$ cat config.mk
export PLATFORM = sky130hd
export DESIGN_NAME = tks_scan_ctrl
export DESIGN_NICKNAME = d
export VERILOG_FILES = /design/src/inc/tks_pkg.sv /design/src/hw/tks_scan_ctrl.sv /design/src/hw/tks_edge_sync.sv
export SDC_FILE = /design/constraint.sdc
export NUM_CORES = 1
export LEC_CHECK = 0
export BUFFER_PORTS_ARGS = -buffer_cell sky130_fd_sc_hd__buf_2
export CORE_ASPECT_RATIO = 1.25
export CORE_MARGIN = 2
export CORE_UTILIZATION = 35
export DETAILED_ROUTE_END_ITERATION = 10
export GPL_ROUTABILITY_DRIVEN = 0
export PLACE_DENSITY = 0.49
export RECOVER_POWER = 100
export SETUP_SLACK_MARGIN = 0.2
export SLEW_MARGIN = 5
export SYNTH_ARGS = -nofsm -noshare
export SYNTH_HDL_FRONTEND = slang
export SYNTH_SLANG_ARGS = --single-unit
export TNS_END_PERCENT = 20
$ cat constraint.sdc
create_clock -name sys_clk -period 2.75 [get_ports sys_clk]
set_input_delay 0.275 -clock sys_clk [delete_from_list [all_inputs] [get_ports sys_clk]]
set_output_delay 0.275 -clock sys_clk [all_outputs]
set_load 0.1 [all_outputs]
$ cat src/inc/tks_pkg.sv
// Package of constants and types for the capacitive touch scan controller.
package tks_pkg;

    // ----------------------------------------------------------------
    // Register addresses
    // ----------------------------------------------------------------
    localparam logic [7:0] ADDR_MISC   = 8'h94;
    localparam logic [7:0] ADDR_INTF   = 8'h95;
    localparam logic [7:0] ADDR_SHARED = 8'hAA;
    localparam logic [7:0] ADDR_CNTLO  = 8'hAC;
    localparam logic [7:0] ADDR_TCTL   = 8'hAD;
    localparam logic [7:0] ADDR_CHANNEL_SELECT  = 8'hAE;
    localparam logic [7:0] ADDR_REFLO  = 8'hB4;
    localparam logic [7:0] ADDR_REFHI  = 8'hB5;
    localparam logic [7:0] ADDR_AUXILIARY_CONTROL_TWO   = 8'hF7;
    localparam logic [7:0] ADDR_AUXILIARY_CONTROL_ONE   = 8'hF8;

    // ----------------------------------------------------------------
    // Field positions
    // ----------------------------------------------------------------
    localparam int HOP_BIT    = 6;
    localparam int IRQ_BIT    = 5;
    localparam int PD_BIT     = 7;
    localparam int EOC_BIT    = 6;
    localparam int SPD_LSB    = 4;
    localparam int DBL_BIT    = 3;
    localparam int REFSET_LSB = 0;
    localparam int MODE_BIT   = 3;
    localparam int REFKEY_BIT = 0;
    localparam int START_BIT  = 5;

    // ----------------------------------------------------------------
    // Widths and reset values
    // ----------------------------------------------------------------
    localparam int CNT_W = 12;
    localparam int CH_W  = 4;
    localparam int PAD_N = 16;

    localparam logic [7:0] RST_MISC  = 8'h00;
    localparam logic [7:0] RST_TCTL  = 8'h84;
    localparam logic [7:0] RST_CHANNEL_SELECT = 8'hFF;
    localparam logic [7:0] RST_REFLO = 8'hFF;
    localparam logic [3:0] RST_REFHI = 4'h0;
    localparam logic [7:0] RST_AUXILIARY_CONTROL_TWO  = 8'h0E;
    localparam logic [7:0] RST_AUXILIARY_CONTROL_ONE  = 8'h00;
    localparam logic [2:0] HOP_SEED  = 3'h1;

    // ----------------------------------------------------------------
    // Timing
    // ----------------------------------------------------------------
    localparam int CLK_PERIOD_NS = 10;
    localparam int EOC_FALL_NS   = 3000;
    localparam int EOC_FALL_CYC  = EOC_FALL_NS / CLK_PERIOD_NS;
    localparam int CTK_GAP_US    = 50;
    localparam int CTK_GAP_CYC   = (CTK_GAP_US * 1000) / CLK_PERIOD_NS;

    typedef enum logic [1:0] {
        ST_IDLE,
        ST_RUN
    } tks_state_t;

endpackage

$ cat src/hw/tks_scan_ctrl.sv
// Touch scan controller: registers, conversion sequencer and counters.
`timescale 1ns/1ps

module tks_scan_ctrl
    import tks_pkg::*;
(
    input  wire logic                sys_clk,
    input  wire logic                srst,
    input  wire logic                ce,
    input  wire logic [7:0]          sfrAddr,
    input  wire logic                sfrWe,
    input  wire logic [7:0]          sfrWdata,
    input  wire logic                sfrRe,
    output logic      [7:0]          sfrRdata,
    input  wire logic                rckOsc,
    input  wire logic                tckOsc,
    input  wire logic                chargeFull,
    output logic                     senseEnable,
    output logic                     methodSel,
    output logic                     refKeyEnable,
    output logic      [PAD_N-1:0]    padEnable,
    output logic      [2:0]          referenceSetting,
    output logic      [1:0]          oscillatorSpeed,
    output logic      [2:0]          hopCode,
    output logic                     converting,
    output logic                     touchIrq
);

    // ----------------------------------------------------------------
    // State
    // ----------------------------------------------------------------
    typedef struct packed {
        tks_state_t       st;
        logic [7:0]       misc;
        logic             irqFlag;
        logic [7:0]       tctl;
        logic             eoc;
        logic [7:0]       channel_select;
        logic [7:0]       refLo;
        logic [3:0]       refHi;
        logic [7:0]       auxiliary_control_two;
        logic [7:0]       auxiliary_control_one;
        logic [CNT_W-1:0] refCnt;
        logic [CNT_W-1:0] dataCnt;
        logic [CNT_W-1:0] result;
        logic             wasOn;
        logic [7:0]       rdata;
        logic [PAD_N-1:0] pads;
        logic             refKey;
        logic             powered;
        logic [2:0]       hop;
        logic             busy;
        logic [1:0]       speed;
    } tks_regs_t;

    localparam tks_regs_t RST_REGS = '{
        st:      ST_IDLE,
        misc:    RST_MISC,
        tctl:    RST_TCTL,
        channel_select:   RST_CHANNEL_SELECT,
        refLo:   RST_REFLO,
        refHi:   RST_REFHI,
        auxiliary_control_two:    RST_AUXILIARY_CONTROL_TWO,
        auxiliary_control_one:    RST_AUXILIARY_CONTROL_ONE,
        default: '0
    };

    tks_regs_t regs_r;
    tks_regs_t regs_nxt;

    logic rckRise;
    logic tckRise;
    logic chargeLvl;

    // ----------------------------------------------------------------
    // Functions
    // ----------------------------------------------------------------
    function automatic logic [CNT_W-1:0] satAdd(
        input logic [CNT_W-1:0] cnt,
        input logic [1:0]       step
    );
        logic [CNT_W:0] sum;
        sum = {1'b0, cnt} + {{(CNT_W-1){1'b0}}, step};
        if (sum[CNT_W]) begin
            satAdd = {CNT_W{1'b1}};
        end else begin
            satAdd = sum[CNT_W-1:0];
        end
    endfunction

    function automatic logic [PAD_N-1:0] padDecode(
        input logic [CH_W-1:0] chan
    );
        padDecode       = '0;
        padDecode[chan] = 1'b1;
    endfunction

    // ----------------------------------------------------------------
    // Oscillator and comparator synchronisers
    // ----------------------------------------------------------------
    tks_edge_sync u_rckSync (
        .sys_clk (sys_clk),
        .srst    (srst),
        .ce      (ce),
        .asyncIn (rckOsc),
        .level   (),
        .rise    (rckRise)
    );

    tks_edge_sync u_tckSync (
        .sys_clk (sys_clk),
        .srst    (srst),
        .ce      (ce),
        .asyncIn (tckOsc),
        .level   (),
        .rise    (tckRise)
    );

    tks_edge_sync u_chgSync (
        .sys_clk (sys_clk),
        .srst    (srst),
        .ce      (ce),
        .asyncIn (chargeFull),
        .level   (chargeLvl),
        .rise    ()
    );

    // ----------------------------------------------------------------
    // Next state
    // ----------------------------------------------------------------
    always_comb begin
        logic             startReq;
        logic             endEvt;
        logic             setIrq;
        logic             isStk;
        logic             pdOld;
        logic             pdNew;
        logic [CNT_W-1:0] target;
        logic [1:0]       step;

        regs_nxt = regs_r;
        startReq = 1'b0;
        endEvt   = 1'b0;
        setIrq   = 1'b0;
        isStk    = regs_r.auxiliary_control_two[MODE_BIT];
        pdOld    = regs_r.tctl[PD_BIT];
        target   = {regs_r.refHi, regs_r.refLo};
        step     = 2'h1;

        // Register reads: data is registered, valid one cycle later.
        if (sfrRe) begin
            if (sfrAddr == ADDR_MISC) begin
                regs_nxt.rdata = regs_r.misc;
            end else if (sfrAddr == ADDR_INTF) begin
                regs_nxt.rdata = 8'h00;
                regs_nxt.rdata[IRQ_BIT] = regs_r.irqFlag;
            end else if (sfrAddr == ADDR_SHARED) begin
                regs_nxt.rdata = {4'h0, regs_r.result[11:8]};
            end else if (sfrAddr == ADDR_CNTLO) begin
                regs_nxt.rdata = regs_r.result[7:0];
            end else if (sfrAddr == ADDR_TCTL) begin
                regs_nxt.rdata = regs_r.tctl;
                regs_nxt.rdata[EOC_BIT] = regs_r.eoc;
            end else if (sfrAddr == ADDR_CHANNEL_SELECT) begin
                regs_nxt.rdata = regs_r.channel_select;
            end else if (sfrAddr == ADDR_REFLO) begin
                regs_nxt.rdata = regs_r.refLo;
            end else if (sfrAddr == ADDR_REFHI) begin
                regs_nxt.rdata = {4'h0, regs_r.refHi};
            end else if (sfrAddr == ADDR_AUXILIARY_CONTROL_TWO) begin
                regs_nxt.rdata = regs_r.auxiliary_control_two;
            end else if (sfrAddr == ADDR_AUXILIARY_CONTROL_ONE) begin
                regs_nxt.rdata = regs_r.auxiliary_control_one;
            end else begin
                regs_nxt.rdata = 8'h00;
            end
        end

        // Register writes.
        if (sfrWe) begin
            if (sfrAddr == ADDR_MISC) begin
                regs_nxt.misc = sfrWdata;
            end else if (sfrAddr == ADDR_INTF) begin
                if (!sfrWdata[IRQ_BIT]) begin
                    regs_nxt.irqFlag = 1'b0;
                end
            end else if (sfrAddr == ADDR_TCTL) begin
                regs_nxt.tctl = sfrWdata;
                regs_nxt.tctl[EOC_BIT] = 1'b0;
            end else if (sfrAddr == ADDR_CHANNEL_SELECT) begin
                regs_nxt.channel_select = sfrWdata;
            end else if (sfrAddr == ADDR_REFLO) begin
                regs_nxt.refLo = sfrWdata;
            end else if (sfrAddr == ADDR_REFHI) begin
                regs_nxt.refHi = sfrWdata[3:0];
            end else if (sfrAddr == ADDR_AUXILIARY_CONTROL_TWO) begin
                regs_nxt.auxiliary_control_two = sfrWdata;
            end else if (sfrAddr == ADDR_AUXILIARY_CONTROL_ONE) begin
                regs_nxt.auxiliary_control_one = sfrWdata;
                if (sfrWdata[START_BIT]) begin
                    if (pdOld) begin
                        regs_nxt.auxiliary_control_one[START_BIT] = 1'b0;
                    end else begin
                        startReq = 1'b1;
                    end
                end
            end
        end

        pdNew = regs_nxt.tctl[PD_BIT];

        // The first release of power-down flags an interrupt once.
        if (pdOld && !pdNew && !regs_r.wasOn) begin
            setIrq         = 1'b1;
            regs_nxt.wasOn = 1'b1;
        end

        // Doubling applies only to the self-oscillator count.
        if (isStk && regs_r.tctl[DBL_BIT]) begin
            step = 2'h2;
        end

        // Conversion sequencer.
        case (regs_r.st)
            ST_IDLE: begin
                regs_nxt.st = ST_IDLE;
            end
            ST_RUN: begin
                if (pdOld) begin
                    // Power-down aborts; no result and no flag.
                    regs_nxt.st = ST_IDLE;
                    regs_nxt.auxiliary_control_one[START_BIT] = 1'b0;
                end else begin
                    if (isStk) begin
                        endEvt = (regs_r.refCnt == target);
                        if (rckRise && !endEvt) begin
                            regs_nxt.refCnt = regs_r.refCnt + 1'b1;
                        end
                    end else begin
                        // Reference count is ignored here.
                        endEvt = chargeLvl;
                    end
                    if (tckRise && !endEvt) begin
                        regs_nxt.dataCnt = satAdd(regs_r.dataCnt, step);
                    end
                    if (endEvt) begin
                        regs_nxt.st     = ST_IDLE;
                        regs_nxt.result = regs_r.dataCnt;
                        regs_nxt.eoc    = 1'b1;
                        regs_nxt.auxiliary_control_one[START_BIT] = 1'b0;
                        setIrq = 1'b1;
                    end
                end
            end
            default: begin
                regs_nxt.st = ST_IDLE;
            end
        endcase

        // A start restarts both counters and clears the done flag.
        if (startReq) begin
            regs_nxt.st      = ST_RUN;
            regs_nxt.refCnt  = '0;
            regs_nxt.dataCnt = '0;
            regs_nxt.eoc     = 1'b0;
            regs_nxt.irqFlag = 1'b0;
            if (regs_r.misc[HOP_BIT]) begin
                regs_nxt.hop = {regs_r.hop[1:0],
                                regs_r.hop[2] ^ regs_r.hop[1]};
            end
        end

        // Hop code stays at zero while hopping is off.
        if (!regs_r.misc[HOP_BIT]) begin
            regs_nxt.hop = 3'h0;
        end else if (regs_nxt.hop == 3'h0) begin
            regs_nxt.hop = HOP_SEED;
        end

        // A set in the same cycle as a clear wins.
        if (setIrq) begin
            regs_nxt.irqFlag = 1'b1;
        end

        // Analogue routing follows the register values just written.
        regs_nxt.powered = !pdNew;
        regs_nxt.refKey  = !pdNew && regs_nxt.auxiliary_control_two[REFKEY_BIT];
        if (!pdNew && !regs_nxt.auxiliary_control_two[REFKEY_BIT]) begin
            regs_nxt.pads = padDecode(regs_nxt.channel_select[CH_W-1:0]);
        end else begin
            regs_nxt.pads = '0;
        end
        if (regs_nxt.auxiliary_control_two[MODE_BIT]) begin
            regs_nxt.speed = regs_nxt.tctl[SPD_LSB+1:SPD_LSB];
        end else begin
            regs_nxt.speed = 2'b00;
        end
        // Busy is kept in a flop so that the output needs no decoding.
        regs_nxt.busy = (regs_nxt.st == ST_RUN);
    end

    always_ff @(posedge sys_clk) begin
        if (srst) begin
            regs_r <= RST_REGS;
        end else if (ce) begin
            regs_r <= regs_nxt;
        end
    end

    // ----------------------------------------------------------------
    // Outputs
    // ----------------------------------------------------------------
    assign sfrRdata         = regs_r.rdata;
    assign senseEnable      = regs_r.powered;
    assign methodSel        = regs_r.auxiliary_control_two[MODE_BIT];
    assign refKeyEnable     = regs_r.refKey;
    assign padEnable        = regs_r.pads;
    assign referenceSetting = regs_r.tctl[REFSET_LSB+2:REFSET_LSB];
    assign oscillatorSpeed  = regs_r.speed;
    assign hopCode          = regs_r.hop;
    assign converting       = regs_r.busy;
    assign touchIrq         = regs_r.irqFlag;

endmodule // tks_scan_ctrl

$ cat src/hw/tks_edge_sync.sv
// Two-flop synchroniser with a registered rising-edge pulse.
`timescale 1ns/1ps

module tks_edge_sync (
    input  wire logic sys_clk,
    input  wire logic srst,
    input  wire logic ce,
    input  wire logic asyncIn,
    output logic      level,
    output logic      rise
);

    typedef struct packed {
        logic s1;
        logic s2;
        logic s3;
        logic rise;
    } tks_sync_t;

    tks_sync_t sync_r;
    tks_sync_t sync_nxt;

    // ----------------------------------------------------------------
    // Next state
    // ----------------------------------------------------------------
    always_comb begin
        sync_nxt      = sync_r;
        sync_nxt.s1   = asyncIn;
        sync_nxt.s2   = sync_r.s1;
        sync_nxt.s3   = sync_r.s2;
        // Only the second and third stages are looked at, never the first.
        sync_nxt.rise = sync_r.s2 & ~sync_r.s3;
    end

    always_ff @(posedge sys_clk) begin
        if (srst) begin
            sync_r <= '0;
        end else if (ce) begin
            sync_r <= sync_nxt;
        end
    end

    assign level = sync_r.s2;
    assign rise  = sync_r.rise;

endmodule // tks_edge_sync

Word level (Yosys, flattened, before mapping)
Index checks and enable logic that the tools add are counted.

word-level totals
  logic and storage cells = 180
  bits of input ports = 24
  bits in registers = 134

operators by class
  reduce and logical (&&, ||, !) cells = 35
  magnitude comparators = 2
  $add $sub $neg = 2
  equality and inequality tests = 16
  multiplexer cells = 77
  bitwise operators = 13

operators by type and width
  operator               count
  $mux 32                4
  $mux 8                 16
  $eq 8x8->1 const B     10
  $mux 36                2
  $mux 12                5
  $mux 16                2
  $mux 1                 30
  $mux 28                1
  $mux 24                1
  $mux 20                1
  $mux 9                 2
  $reduce_and 5->1       3
  $add 12x2->13          1
  $add 12x1->12 const B  1
  $eq 12x12->1           1
  $mux 2                 6
  $mux 3                 4
  $reduce_and 4->1       3
  $not 1->1              10
  $reduce_and 10->1      1
  $reduce_bool 2->1      5
  $reduce_and 9->1       1
  $logic_and 1x1->1      8
  $mux 4                 2
  16 further kinds       25

Depth between registers and ports, before layout
  word-level depth = 16
  depth in mapped cells = 9

Cells and area by module
A second synthesis with hierarchy kept.

unflattened totals
  cells, all modules = 785
  area total of the unflattened synthesis = 6756.5 um2

by module, submodules not included
  module         area an instance (um2)  times used  cells an instance
  tks_scan_ctrl  6309.8                  1           743
  tks_edge_sync  148.9                   3           14

Least setup slack after synthesis
OpenSTA, ideal clock, no wires.

  path type = register -> register
  start point = register regs_r, in the netlist methodSel
  end point = register regs_r[54] (netlist bit)
  clock period less this slack = 3.007 ns
  stages on the path, launching flop included = 8
  data arrival time = 2.936 ns
  required time = 2.680 ns
  library setup time = 0.070 ns
  path buffers = 0
  slack = -0.257 ns
  cells stage by stage = dfxtp_1 -> nand2_1 -> fa_1 -> nor3_1 -> nand2_1 -> a211oi_1 -> nand2_1 -> a21oi_1

on the way
  longest elaborated chain between the ends = 8

ends and longest elaborated chain
  item                      line                  RTL
  start: declaration        tks_scan_ctrl.sv:68   tks_regs_t regs_r;
  start signal: assignment  tks_scan_ctrl.sv:306  regs_r <= regs_nxt;
  $logic_and 1x1->1         tks_scan_ctrl.sv:219  if (isStk && regs_r.tctl[DBL_BIT]) begin
  $mux 2                    tks_scan_ctrl.sv:219
  $add 12x2->13             tks_scan_ctrl.sv:83   sum = {1'b0, cnt} + {{(CNT_W-1){1'b0}}, step};
  $mux 12                   tks_scan_ctrl.sv:84   if (sum[CNT_W]) begin
  $mux 12                   tks_scan_ctrl.sv:243  if (tckRise && !endEvt) begin
  $mux 36                   tks_scan_ctrl.sv:229  if (pdOld) begin
  $mux 36                   tks_scan_ctrl.sv:224  case (regs_r.st)
  $mux 24                   tks_scan_ctrl.sv:261  if (startReq) begin

Parallel ways exist; a longest one is shown, timed or not. The select of a mux whose other input is x is not followed.
A chain may end at the register's enable or synchronous reset.

Worst setup path after layout
  start point = input sfrAddr[1]
  end point = register regs_r, in the netlist sfrRdata[0]

on the way
  longest elaborated chain between the ends = 11

ends and longest elaborated chain
  item                line                  RTL
  start: declaration  tks_scan_ctrl.sv:10   input wire logic [7:0] sfrAddr,
  $eq 8x8->1          tks_scan_ctrl.sv:172  end else if (sfrAddr == ADDR_AUXILIARY_CONTROL_ONE) begin
  $mux 8              tks_scan_ctrl.sv:172
  $mux 8              tks_scan_ctrl.sv:170  end else if (sfrAddr == ADDR_AUXILIARY_CONTROL_TWO) begin
  $mux 8              tks_scan_ctrl.sv:168  end else if (sfrAddr == ADDR_REFHI) begin
  $mux 8              tks_scan_ctrl.sv:166  end else if (sfrAddr == ADDR_REFLO) begin
  $mux 8              tks_scan_ctrl.sv:164  end else if (sfrAddr == ADDR_CHANNEL_SELECT) begin
  $mux 8              tks_scan_ctrl.sv:161  end else if (sfrAddr == ADDR_TCTL) begin
  $mux 8              tks_scan_ctrl.sv:159  end else if (sfrAddr == ADDR_CNTLO) begin
  $mux 8              tks_scan_ctrl.sv:157  end else if (sfrAddr == ADDR_SHARED) begin
  $mux 8              tks_scan_ctrl.sv:154  end else if (sfrAddr == ADDR_INTF) begin
  $mux 8 (*)          tks_scan_ctrl.sv:152  if (sfrAddr == ADDR_MISC) begin

Mark *: on every way between the ends. The rest lies on a longest branch, timed or not.

==> results.yml <==
synth:
  synth_top_cell_area_share: 0.4067
  synth-edff-count: 0
  yosysUniqueCellTypes: 65
  synth_ff_type: "sky130_fd_sc_hd__dfxtp_1"
  yosysSeqAreaShare: 0.4067
  syn-num-nets: 809
  synthesis.area_um2: 6596
  post_synth_main_area_contributors: "sky130_fd_sc_hd__dfxtp_1, sky130_fd_sc_hd__mux2i_1, sky130_fd_sc_hd__nor2_1, sky130_fd_sc_hd__nand2_1, sky130_fd_sc_hd__a21oi_1"
  synthArstFlopShare: 0
  synthesis.yosys.warnings: 0
  postSynthRegisterBits: 134
  postSynthCellCount: 781
  synth_area_per_cell_um2: 8.446
  synth_top_area_cell: "sky130_fd_sc_hd__dfxtp_1"
timing:
  rsz0062_at_grt: "no"
  setup-tns-final_ns: 0
  timing.max_slew.rel_slack: -0.08449
  timing.final.max_slew_violations: 9
  report.final.setup_viol: 0
  finalHoldViolations: 0
  period_share: 0.9080
  min_period_ns: 2.497
  clock-skew-final_ns: 0.01324
  timing_worst_slew_pin_value_ns: 1.614
  maxClockFrequency_mhz: 400.5
  hold-worst-slack_ns: 0.08131
  post-route-worst-setup-slack_ns: 0.2531
setup_path:
  setup.worst_path.start: "sfrAddr[1]"
  rr_startpoint: "methodSel"
  path_max_fanout: 20
  setup.worst_path.start_class: "primary input"
  timing.rr.end: "regs_r[53]"
  critPathRequiredTime_ns: 3.05
  worst-endpoint-arrival_ns: 2.80
  reg2reg_depth: 9
  r2r_slack_ns: 0.26
  critical_path.endpoint_type: "flip-flop"
  crit_type: "in2reg"
floorplanning:
  design.core.area_um2: 18640
  die_x_um: 126.8
  design.portCount: 61
  core_rows: 56
  chipHeight_um: 157.5
  start_util: 0.3539
  die_outline_area_um2: 19970
route:
  detail-route-antenna-nets: 0
  detail_route.wl_per_cell_um: 19.38
  drt_iter0_markers: 386
  vias_per_cell: 5.507
  drt_first_pass_iters: 7
  routed-via-count: 5810
  detail_route.drc_violations: 0
  postRouteWirelength_um: 20450
cells_and_area:
  utilization: 0.4036
  nets: 838
  diodes: 0
  area_growth_syn_to_layout_pct: 14.04
  layout.cells.most_common: "sky130_fd_sc_hd__dfxtp_1"
  mostFrequentLayoutCells: "sky130_fd_sc_hd__dfxtp_1, sky130_fd_sc_hd__nor2_1, sky130_fd_sc_hd__nand2_1"
  post_route_cells_drive_above_1_share: 0.09356
power:
  fin_total_pwr_mw: 4.781
  vdd_ir_drop_max_mv: 0.4497
  pleak_nw: 2.752
  p_per_area_nw_per_um2: 635.6
hold_path:
  startpoint_of_the_worst_hold_path: "rckOsc"
  min_path_cells: 3
  hp-class: "in2reg"
  worst_hold_path.endpoint: "u_rckSync.sync_nxt[2]"
clock_tree:
  tritoncts_clock_tree: "built"
  cts.htree.levels: 4
  cts_setup_buffers: 0
  path_clk_slew_ns: 0.06
  max-clock-path-buffers: 2
  clk_latency_ns: 0.43
  clockRootBuffer: "sky130_fd_sc_hd__clkbuf_16"
  cts.sinks: 134
  cts_inserted_buffers: 17
global_routing:
  first_global_vias: 5509
  overflow_left_after_global_routing: 0
  antenna_violations_before_repair: 0
  gr_util_all_layers: 0.2065
  first_pass_grt_wire_length_um: 31480
  maximum_number_of_pins_on_one_net_before_global_route_repair: 40
placement:
  place_hpwl_um: 15260
  place_ws_ns: 0.2825
  numPortBuffers: 60
run:
  drv.max_cap_violation_count: 1
outcome:
  status: "complete, but fails checks"
  violated_checks: "capacitance limit, slew limit"
sequential cells by signal, indices dropped and copies added, names as in the netlist:
name and flops:
u_chgSync.sync_nxt 1, senseEnable 1, u_tckSync.rise 1, converting 1, u_chgSync.level 1, u_rckSync.sync_r 1
u_tckSync.sync_r 1, sfrRdata 8, regs_r 87, oscillatorSpeed 2, refKeyEnable 1, u_rckSync.rise 1
u_tckSync.sync_nxt 1, touchIrq 1, methodSel 1, u_rckSync.level 1, hopCode 3, padEnable 16
u_rckSync.sync_nxt 1, u_tckSync.level 1, referenceSetting 3
kinds of logic after synthesis:
| family | Yosys count | synth area share |
|---|---|---|
| AO/OA/AOI/OAI | 179 | 0.1766 |
| XOR/XNOR | 15 | 0.01992 |
| adder cells (fa/ha/maj) | 4 | 0.008726 |
| buffers and inverters | 87 | 0.06961 |
| flip-flops | 134 | 0.4067 |
| multiplexers | 59 | 0.08972 |
| AND/OR/NAND/NOR | 303 | 0.2288 |
cells in the mapped netlist (all sizes together) (11+ instances only):
master	instances
mux2i	58
nor3	17
xor2	15
dfxtp	134
a22o	18
nand2	82
clkbuf	32
inv	13
buf	42
nor2	85
nand3b	11
nand3	37
a21oi	59
o21ai	36
critical path: stages:
cell,delay (ns)
sky130_fd_sc_hd__buf_2,0.09
sky130_fd_sc_hd__clkbuf_1,0.65
sky130_fd_sc_hd__nor2b_1,0.19
sky130_fd_sc_hd__o21ai_0,0.66
sky130_fd_sc_hd__o21ai_0,0.44
sky130_fd_sc_hd__a221oi_1,0.39
sky130_fd_sc_hd__a311oi_1,0.08
where the power goes:
group | total [mW] | switching (mW) | internal, mW
sequential | 1.96 | 0.00980 | 1.95
combinational | 0.262 | 0.200 | 0.0618
clock | 2.55 | 0.871 | 1.68
total | 4.78 | 1.08 | 3.70
final cells by class:
type,count,area (µm²)
Fill cell,1947,11120
Multi-Input combinational cell,560,3432
Sequential cell,134,2686
Clock buffer,20,467.9
Timing Repair Buffer,84,399.1
Tap cell,232,290.3
Clock inverter,12,197.7
Inverter,13,48.80
stage by stage:
step | instance area [µm²] | instances
after detailed placement | 6960 | 1023
final | 7522 | 1055
after global routing | 7522 | 1055
after CTS | 7626 | 1055
after floorplan | 6600 | 781
after global placement | 6960 | 1023
worst max-delay path by stage:
| stage | endpoint | depth (start not counted) | slack (ns) |
|---|---|---|---|
| after detailed placement | regs_r[53] | 7 | 0.28 |
| after global routing | regs_r[44] | 7 | 0.12 |
| final | sfrRdata[0] | 7 | 0.25 |
| after global placement | regs_r[54] | 9 | 0.33 |
| after CTS | regs_r[54] | 9 | 0.30 |
| after floorplan | regs_r[54] | 9 | 0.25 |
timing repair:
item,in CTS,in global routing
resized for setup,0,2
hold buffers,0,0
setup endpoints to repair,0,4
layer usage:
| layer | GRT usage | routed length, µm |
|---|---|---|
| met5 | 0 | 0 |
| met4 | 0.08320 | 489 |
| met3 | 0.03331 | 862 |
| met2 | 0.3750 | 10510 |
| met1 | 0.2424 | 8582 |
No activity file was read; power rests on OpenSTA's default activity.
